## src/core/link_policy_pkg.sv

```systemverilog
package link_policy_pkg;

  localparam int          NUM_LANES       = 2;
  localparam int          CLK_MHZ         = 250;
  localparam int          CYCLES_PER_MS   = CLK_MHZ * 1000;

  localparam logic [7:0]  OFS_POLICY_CTRL = 8'h22;
  localparam logic [7:0]  OFS_LANE1_STAT  = 8'h24;
  localparam logic [7:0]  OFS_LANE2_STAT  = 8'h25;
  localparam logic [7:0]  RST_POLICY_CTRL = 8'h04;

  // Control field positions
  localparam int          BIT_START_TERM_OFF   = 7;
  localparam int          BIT_LP_INTERVAL_HI   = 6;
  localparam int          BIT_LP_INTERVAL_LO   = 5;
  localparam int          BIT_LP_DETECT_DIS    = 4;
  localparam int          BIT_DS_INTERVAL_HI   = 3;
  localparam int          BIT_DS_INTERVAL_LO   = 2;
  localparam int          BIT_WARM_RESET_SKIP  = 1;
  localparam int          BIT_COMPLIANCE_DIS   = 0;

  // Status field positions
  localparam int          BIT_LONG_CHANNEL     = 7;
  localparam int          BIT_DUAL_LANE        = 4;
  localparam int          BIT_COMPLIANCE       = 3;
  localparam int          BIT_ACTIVE_STATE     = 2;
  localparam int          BIT_LOWPOWER         = 1;
  localparam int          BIT_DISCONNECTED     = 0;

  // Detect intervals in milliseconds
  localparam logic [7:0]  LP_MS_0 = 8'h30;  // 48
  localparam logic [7:0]  LP_MS_1 = 8'h54;  // 84
  localparam logic [7:0]  LP_MS_2 = 8'h78;  // 120
  localparam logic [7:0]  LP_MS_3 = 8'h9c;  // 156
  localparam logic [7:0]  DS_MS_0 = 8'h04;  // 4
  localparam logic [7:0]  DS_MS_1 = 8'h06;  // 6
  localparam logic [7:0]  DS_MS_2 = 8'h24;  // 36
  localparam logic [7:0]  DS_MS_3 = 8'h54;  // 84

  typedef enum logic [2:0] {
    LS_DISCONNECT = 3'b000,
    LS_RXDETECT   = 3'b001,
    LS_POLLING    = 3'b010,
    LS_U0         = 3'b011,
    LS_U1         = 3'b100,
    LS_U2U3       = 3'b101,
    LS_COMPLIANCE = 3'b110,
    LS_INACTIVE   = 3'b111
  } link_state_e;

  typedef struct packed {
    link_state_e state;
    logic        after_warm_reset;
    logic        polled_in_warm_reset;
    logic        dual_lane;
    logic        long_channel;
    logic [3:0]  long_channel_eq;
    logic [3:0]  short_channel_eq;
  } lane_link_s;

  typedef struct packed {
    logic        detect_strobe;
    logic        termination_off;
    logic        compliance_allowed;
    logic [3:0]  applied_eq;
  } lane_ctl_s;

endpackage

```

## src/core/usb_link_rxdet_policy_status.sv

```systemverilog
// Notes on behaviour
// - Termination turns off at warm-reset detect start and Inactive entry only when the start bit is 1.
// - In U2/U3 detection repeats every 48, 84, 120 or 156 ms per the low-power interval field.
// - The low-power detect disable bit at 1 stops all detection in U2/U3.
// - With the skip bit set, polling seen during warm reset suppresses the following detection.
// - The compliance bit at 1 forbids compliance mode, at 0 the link machine decides.
// - Status bit 7 shows long-channel use in fast equalization and 0 when equalization is off.
// - Status bit 4 is 1 in dual-lane operation and 0 in single-lane.
// - Status bit 3 is 1 only while in compliance mode.
// - Status bit 2 sets on entry to U0.
// - Status bit 1 sets on entry to U2 or U3.
// - Status bit 0 sets on entry to Disconnect and is 1 after reset.
// - Fast mode means equalization enabled with the mode low bit at 0.
// - Fast mode applies the long-channel code on a long channel, else the short-channel code.
`timescale 1ns/100ps
`default_nettype none

module usb_link_rxdet_policy_status #(
  parameter int MS_CYCLES = link_policy_pkg::CYCLES_PER_MS
) (
  input  wire logic                       core_clk_in,
  input  wire logic                       sys_rst_in,
  input  wire logic [7:0]                 reg_addr_in,
  input  wire logic                       reg_wr_in,
  input  wire logic [7:0]                 reg_wdata_in,
  input  wire logic                       reg_rd_in,
  input  wire logic                       adaptive_eq_enable_in,
  input  wire logic [1:0]                 adaptive_eq_mode_in,
  input  wire link_policy_pkg::lane_link_s [1:0] lane_link_in,
  output logic [7:0]                      reg_rdata_out,
  output link_policy_pkg::lane_ctl_s [1:0] lane_ctl_out
);

  localparam int PW = (MS_CYCLES > 1) ? $clog2(MS_CYCLES) : 1;

  logic [7:0]  ctrl_ff;
  logic [7:0]  status_w [2];
  logic        fast_aeq;

  function automatic logic [7:0] interval_ms(input logic lowpower, input logic [1:0] code);
    case ({lowpower, code})
      3'b100:  interval_ms = link_policy_pkg::LP_MS_0;
      3'b101:  interval_ms = link_policy_pkg::LP_MS_1;
      3'b110:  interval_ms = link_policy_pkg::LP_MS_2;
      3'b111:  interval_ms = link_policy_pkg::LP_MS_3;
      3'b000:  interval_ms = link_policy_pkg::DS_MS_0;
      3'b001:  interval_ms = link_policy_pkg::DS_MS_1;
      3'b010:  interval_ms = link_policy_pkg::DS_MS_2;
      default: interval_ms = link_policy_pkg::DS_MS_3;
    endcase
  endfunction

  assign fast_aeq = adaptive_eq_enable_in & ~adaptive_eq_mode_in[0];

  // Control byte is the only writable register
  always_ff @(posedge core_clk_in)
  begin
    if (sys_rst_in)
      ctrl_ff <= link_policy_pkg::RST_POLICY_CTRL;
    else if (reg_wr_in && reg_addr_in == link_policy_pkg::OFS_POLICY_CTRL)
      ctrl_ff <= reg_wdata_in;
  end

  // Status writes are ignored; the reserved status bits 6 and 5 always read 0
  always_ff @(posedge core_clk_in)
  begin
    if (sys_rst_in)
      reg_rdata_out <= 8'h00;
    else if (reg_rd_in)
    begin
      case (reg_addr_in)
        link_policy_pkg::OFS_POLICY_CTRL: reg_rdata_out <= ctrl_ff;
        link_policy_pkg::OFS_LANE1_STAT:  reg_rdata_out <= status_w[0];
        link_policy_pkg::OFS_LANE2_STAT:  reg_rdata_out <= status_w[1];
        default:                          reg_rdata_out <= 8'h00;
      endcase
    end
  end

  genvar g;
  generate
    for (g = 0; g < link_policy_pkg::NUM_LANES; g++)
    begin : g_lane
      link_policy_pkg::lane_link_s  lk;
      link_policy_pkg::link_state_e prev_state_ff;
      logic              u0_flag_ff;
      logic              lowpower_flag_ff;
      logic              disc_flag_ff;
      logic              skip_ff;
      logic [PW-1:0]     prescale_ff;
      logic [7:0]        ms_count_ff;
      logic              in_lp;
      logic              timer_run;
      logic              ms_tick;
      logic [7:0]        limit_ms;

      assign lk       = lane_link_in[g];
      assign in_lp    = (lk.state == link_policy_pkg::LS_U2U3);
      // Code is read live, so a rewrite stretches or shortens the running count
      assign limit_ms = in_lp
        ? interval_ms(1'b1, ctrl_ff[link_policy_pkg::BIT_LP_INTERVAL_HI:
                                    link_policy_pkg::BIT_LP_INTERVAL_LO])
        : interval_ms(1'b0, ctrl_ff[link_policy_pkg::BIT_DS_INTERVAL_HI:
                                    link_policy_pkg::BIT_DS_INTERVAL_LO]);
      assign timer_run = in_lp
        ? ~ctrl_ff[link_policy_pkg::BIT_LP_DETECT_DIS]
        : (lk.state == link_policy_pkg::LS_RXDETECT) & ~skip_ff;
      assign ms_tick = (prescale_ff == PW'(MS_CYCLES - 1));

      // Skip holds until the link reaches a settled state again
      always_ff @(posedge core_clk_in)
      begin
        if (sys_rst_in)
          skip_ff <= 1'b0;
        else if (ctrl_ff[link_policy_pkg::BIT_WARM_RESET_SKIP] && lk.polled_in_warm_reset)
          skip_ff <= 1'b1;
        else if (lk.state == link_policy_pkg::LS_U0 || lk.state == link_policy_pkg::LS_DISCONNECT)
          skip_ff <= 1'b0;
      end

      // Timer restarts whenever detection is not due, so a new interval starts fresh
      always_ff @(posedge core_clk_in)
      begin
        if (sys_rst_in || !timer_run)
        begin
          prescale_ff <= '0;
          ms_count_ff <= 8'h00;
        end
        else if (ms_tick)
        begin
          prescale_ff <= '0;
          ms_count_ff <= (ms_count_ff == limit_ms - 8'h01) ? 8'h00 : ms_count_ff + 8'h01;
        end
        else
          prescale_ff <= prescale_ff + PW'(1);
      end

      // Registered so the strobe leaves straight from a flop
      always_ff @(posedge core_clk_in)
      begin
        if (sys_rst_in)
          lane_ctl_out[g].detect_strobe <= 1'b0;
        else
          lane_ctl_out[g].detect_strobe <= timer_run & ms_tick
                                         & (ms_count_ff == limit_ms - 8'h01);
      end

      // Dropping termination avoids a detect race with the far end
      always_ff @(posedge core_clk_in)
      begin
        if (sys_rst_in)
          lane_ctl_out[g].termination_off <= 1'b0;
        else
          lane_ctl_out[g].termination_off <= ctrl_ff[link_policy_pkg::BIT_START_TERM_OFF]
            & ((lk.state == link_policy_pkg::LS_INACTIVE)
               | (lk.after_warm_reset & lk.state == link_policy_pkg::LS_RXDETECT));
      end

      // Permission follows the control bit one cycle late
      always_ff @(posedge core_clk_in)
      begin
        if (sys_rst_in)
          lane_ctl_out[g].compliance_allowed <= 1'b1;
        else
          lane_ctl_out[g].compliance_allowed <=
            ~ctrl_ff[link_policy_pkg::BIT_COMPLIANCE_DIS];
      end

      // Outside fast mode the short-channel code doubles as the fixed setting
      always_ff @(posedge core_clk_in)
      begin
        if (sys_rst_in)
          lane_ctl_out[g].applied_eq <= 4'h0;
        else if (fast_aeq && lk.long_channel)
          lane_ctl_out[g].applied_eq <= lk.long_channel_eq;
        else
          lane_ctl_out[g].applied_eq <= lk.short_channel_eq;
      end

      // Flags follow entries only; other states leave the last entry shown
      always_ff @(posedge core_clk_in)
      begin
        if (sys_rst_in)
        begin
          prev_state_ff    <= link_policy_pkg::LS_DISCONNECT;
          u0_flag_ff       <= 1'b0;
          lowpower_flag_ff <= 1'b0;
          disc_flag_ff     <= 1'b1;
        end
        else
        begin
          prev_state_ff <= lk.state;
          if (lk.state != prev_state_ff && (lk.state == link_policy_pkg::LS_U0
              || in_lp || lk.state == link_policy_pkg::LS_DISCONNECT))
          begin
            u0_flag_ff       <= (lk.state == link_policy_pkg::LS_U0);
            lowpower_flag_ff <= in_lp;
            disc_flag_ff     <= (lk.state == link_policy_pkg::LS_DISCONNECT);
          end
        end
      end

      // Live bits track inputs; state flags come from flops
      always_comb
      begin
        status_w[g] = 8'h00;
        status_w[g][link_policy_pkg::BIT_LONG_CHANNEL] = fast_aeq & lk.long_channel;
        status_w[g][link_policy_pkg::BIT_DUAL_LANE]    = lk.dual_lane;
        status_w[g][link_policy_pkg::BIT_COMPLIANCE]   =
          (lk.state == link_policy_pkg::LS_COMPLIANCE)
          & ~ctrl_ff[link_policy_pkg::BIT_COMPLIANCE_DIS];
        status_w[g][link_policy_pkg::BIT_ACTIVE_STATE] = u0_flag_ff;
        status_w[g][link_policy_pkg::BIT_LOWPOWER]     = lowpower_flag_ff;
        status_w[g][link_policy_pkg::BIT_DISCONNECTED] = disc_flag_ff;
      end
    end
  endgenerate

endmodule // usb_link_rxdet_policy_status

`default_nettype wire

```

## config.mk

```make
export PLATFORM = sky130hd
export DESIGN_NAME = usb_link_rxdet_policy_status
export DESIGN_NICKNAME = d
export VERILOG_FILES = /design/src/core/link_policy_pkg.sv /design/src/core/usb_link_rxdet_policy_status.sv
export SDC_FILE = /design/constraint.sdc
export NUM_CORES = 1
export LEC_CHECK = 0
export BUFFER_PORTS_ARGS = -buffer_cell sky130_fd_sc_hd__buf_2
export CORE_ASPECT_RATIO = 0.7
export CORE_MARGIN = 2
export CORE_UTILIZATION = 45
export CTS_BUF_LIST = sky130_fd_sc_hd__clkbuf_16
export DETAILED_ROUTE_END_ITERATION = 16
export GPL_TIMING_DRIVEN = 0
export PLACE_DENSITY = 0.8
export SLEW_MARGIN = 20
export SYNTH_ARGS = -nofsm -noshare
export SYNTH_HDL_FRONTEND = slang
export SYNTH_SLANG_ARGS = --single-unit
```

## constraint.sdc

```tcl
create_clock -name core_clk_in -period 2.2 [get_ports core_clk_in]
set_input_delay 0.22 -clock core_clk_in [delete_from_list [all_inputs] [get_ports core_clk_in]]
set_output_delay 0.22 -clock core_clk_in [all_outputs]
set_load 0.01 [all_outputs]
```

==> impl_results.md <==
- Run status: complete, no violations
- I/O pin total: between 70 and 80
- Crit path top cell by count: buf_4
- Worst R2R Setup Slack: roughly 56 ps
- Total global-route track usage: 20.8%
- Initial DRC count: about 370
- Final setup violation count: 0
- Pin count of the biggest net entering global routing: 19
- Slowest-stage cell, CP: dfxtp_4
- Most frequent cells in the layout: dfxtp_1, buf_2, nor2_1, nand2_1, a21oi_1
- Pre-antenna DRT Iters: 5
- Hold depth: 2
- Unrepaired setup endpoints after global routing: true
- Ys async rst share: 0%
- Placer Congestion: a little under 0.9
- Area after DPL: between 5000 and 6000 µm²
- Clock-pin slew on the worst setup and hold paths: 70 ps
- Initial antenna violation count: 1
- Vias in the first global route: between 4000 and 5000
- Port Buffer Count: 70
- F_max: ~0.47 GHz
- CP endpoint kind: flop
- Most common cell after layout, fill and taps aside: dfxtp_1
- Starting Density: a little under half
- Post-synthesis adder-cell area fraction: ~2.3%
- Drc violations: 0
- Syn_nets: ~630
- Peak supply drop: between 0.4 and 0.5 mV
- Antenna Nets Post-Route: 0
- Core Region: 10400 µm²
- Post-place setup slack: -238 ps
- FF-to-FF Start: ctrl_ff[5]
- P_int: approximately 2.8 mW
- Clock tree buffer depth: 2
- Fin area: 5810 µm²
- Synth warn: 0
- RR Endpoint: lane_ctl_out[6]
- Seq pwr share: approximately half
- Area Growth Syn to Fin: 20.6%
- Min Tclk post-route: 2140 ps
- CTS tree: built
- Max-slew headroom: slightly below 60%
- Slew Limit Fails: 0
- Period Utilization, post-route: 97.5%
- Worst-skew pair later-pin latency: around 350 ps
- Global route overflow: 0
- CP Cell Sequence: inv_2 -> ha_4 -> buf_4 -> o21bai_1 -> a22oi_1 -> o21ai_2 -> a221oi_4 -> nor4_4 -> buf_4 -> and3_1
- Largest family of logic cells by synthesized area: simple AND/OR/NAND/NOR gates
- Hold crit path type: in2reg
- Synthesized area: around 4800 µm²
- Die X-Extent: about 130 µm
- Post-synth EDFFs: 0
- Seq cells post-synth: 95
- Register area share after synthesis: between 30 and 40%
- Worst-Margin Slew: slightly above 600 ps
- Avg Cell Area, Syn: around 8.5 µm²
- Worst Hold Path EP: g_lane[1].prev_state_ff[0]
- Total Die Area: approximately 12000 µm²
- Root buf cell: clkbuf_16
- Largest fanout on the critical path: 9
- Clk_skew: just under 9 ps
- Post-route worst setup slack: around 56 ps
- Die height: slightly above 90 µm
- CP Data Required Time: between 2000 and 2500 ps
- Combinational power share: 6.8%
- Switch Pwr: about 0.9 mW
- Switching Share: between 20% and 30%
- HPWL Detailed: about 8.6 mm
- Simple-Gate Fraction of Synth Area: between 20% and 30%
- Vias per cell: 5.68
- Post-synthesis mux area share: roughly 2.4%
- R2R cell count: 10
- Final hold vios: 0
- Post-synthesis xor/xnor area fraction: under 10%
- Synth Area in Compound Gates: approximately 15%
- Nets: 713
- Critical path class: reg2reg
- Fin util: roughly 56%
- Synth Instances: ~570
- Routed WL: roughly 12 mm
- Max cap viols: 0
- Per-cell routed wire length: 15.2 µm
- Hold buffer count at cts: 0
- DR vias: roughly 4500
- First-pass GRT wire length: roughly 20 mm
- Layout cells sized above 1: a little over a fifth
- Maximum single-stage delay on the critical path: between 300 and 400 ps
- Clk pwr share: approximately 45%
- Pleak: approximately 2.2 nW
- Row count: 31
- Setup TNS Final: 0 ps
- Main flop type after synthesis: dfxtp_1
- Power Density: around 630 nW/µm²
- Worst hold start: sys_rst_in
- Type of origin of the critical path: flop
- Worst EP arrival: ~2400 ps
- CTS Buf Count: 9
- Max H-tree Level: 3
- Distinct cells, synth: 63
- # clock sinks: 95
kinds of logic (layout without fill, tap and decap cells):
logic type | Yosys count | count (layout)
buffers and inverters | 40 | 130
multiplexers | 11 | 11
XOR/XNOR | 52 | 52
adder cells (fa/ha/maj) | 9 | 9
flip-flops | 95 | 95
other | 0 | 1
AO/OA/AOI/OAI | 109 | 109
AND/OR/NAND/NOR | 250 | 250
registers in the layout, summed over array words and instances (netlist names):
signal and count:
g_lane.ms_count_ff 16, g_lane.prescale_ff 36, g_lane.prev_state_ff 6, g_lane.u0_flag_ff 2, ctrl_ff 8, lane_ctl_out 13, g_lane.skip_ff 2, reg_rdata_out 8
g_lane.disc_flag_ff 2, g_lane.lowpower_flag_ff 2
per-layer routing:
metal / routed length, µm / GRT usage (%)
met4: 262 / 7.42
met3: 674 / 4.44
met2: 5630 / 33.2
met5: 0 / 0
met1: 5460 / 27.8
synthesized netlist by cell type, drive strengths merged (2+ instances only):
cell	instances	share of area (%)
nor3	10	1.3
nor4b	2	0.36
inv	11	0.86
and4b	2	0.42
a22oi	6	0.94
a21oi	41	4.3
and3b	5	0.91
and2	5	0.65
or3	4	0.52
a221oi	2	0.49
buf	14	1.6
o21ai	19	2.0
clkbuf	15	1.2
nand4	16	2.4
nor4	9	1.5
ha	9	2.3
nand2	53	4.1
o21bai	2	0.31
mux2i	5	1.0
a32oi	2	0.36
a211oi	13	2.0
o211ai	3	0.47
a311o	2	0.42
o221ai	2	0.36
nor3b	3	0.47
xor2	35	6.4
nand2b	8	1.0
xnor2	17	3.1
o22ai	4	0.52
mux2	6	1.4
nand3b	5	1.0
dfxtp	95	39
nand3	32	3.3
and4	4	0.78
o31ai	3	0.47
nor2	60	4.7
and3	10	1.3
nor2b	16	2.1
a2111oi	2	0.36
a21o	2	0.31
how the worst max path moves through the flow:
| stage | from | to | cells after the start |
|---|---|---|---|
| after global placement | ctrl_ff[5] | g_lane[1].ms_count_ff[7] | 9 |
| after global routing | ctrl_ff[5] | g_lane[0].ms_count_ff[2] | 10 |
| after detailed placement | ctrl_ff[5] | g_lane[1].ms_count_ff[6] | 9 |
| after floorplan | ctrl_ff[5] | g_lane[1].ms_count_ff[1] | 9 |
| after CTS | ctrl_ff[5] | g_lane[1].ms_count_ff[6] | 9 |
| final | ctrl_ff[5] | lane_ctl_out[6] | 10 |
power groups by stage:
stage | Combinational, mW | Sequential (mW) | Clock (mW)
CTS | 0.241 | 1.76 | 1.66
floorplan | 0.132 | 1.81 | 0
finish | 0.248 | 1.76 | 1.65
global placement | 0.231 | 1.80 | 0
detailed placement | 0.239 | 1.80 | 0
global route | 0.273 | 1.76 | 1.74
what timing repair did:
| item | 4_1_cts | 5_1_grt |
|---|---|---|
| pin swaps | 4 | 6 |
| endpoints found under the setup margin | 16 | 36 |
| gates resized for setup | 9 | 23 |
| hold endpoints to repair | 0 | 0 |
| buffers inserted | 0 | 4 |
worst max-delay path: cells and delay by family (launching register included):
| family | cells | cell delay [ps] |
|---|---|---|
| compound gates | 4 | 820 |
| buf+inv | 3 | 410 |
| flops | 1 | 390 |
| simple gates | 2 | 270 |
| fa+ha+maj | 1 | 150 |
stage by stage:
step / hold slack (ps) / total power [mW] / std cells
finish: 108 / 3.65 / 789
global route: 99.9 / 3.77 / 789
CTS: 98.5 / 3.66 / 784
detailed placement: 449 / 2.04 / 768
global placement: 435 / 2.03 / 768
floorplan: 299 / 1.94 / 566
layout make-up:
type	count	area, µm²
timing repair buffer	74	380
clock inverter	7	86.3
sequential	95	1910
inverter	11	41.3
multi-input combinational	431	2870
clock buffer	9	225
fill	896	4590
buffer	29	133
antenna	1	2.50
tap	132	165
Power figures use the tool's default switching activity.
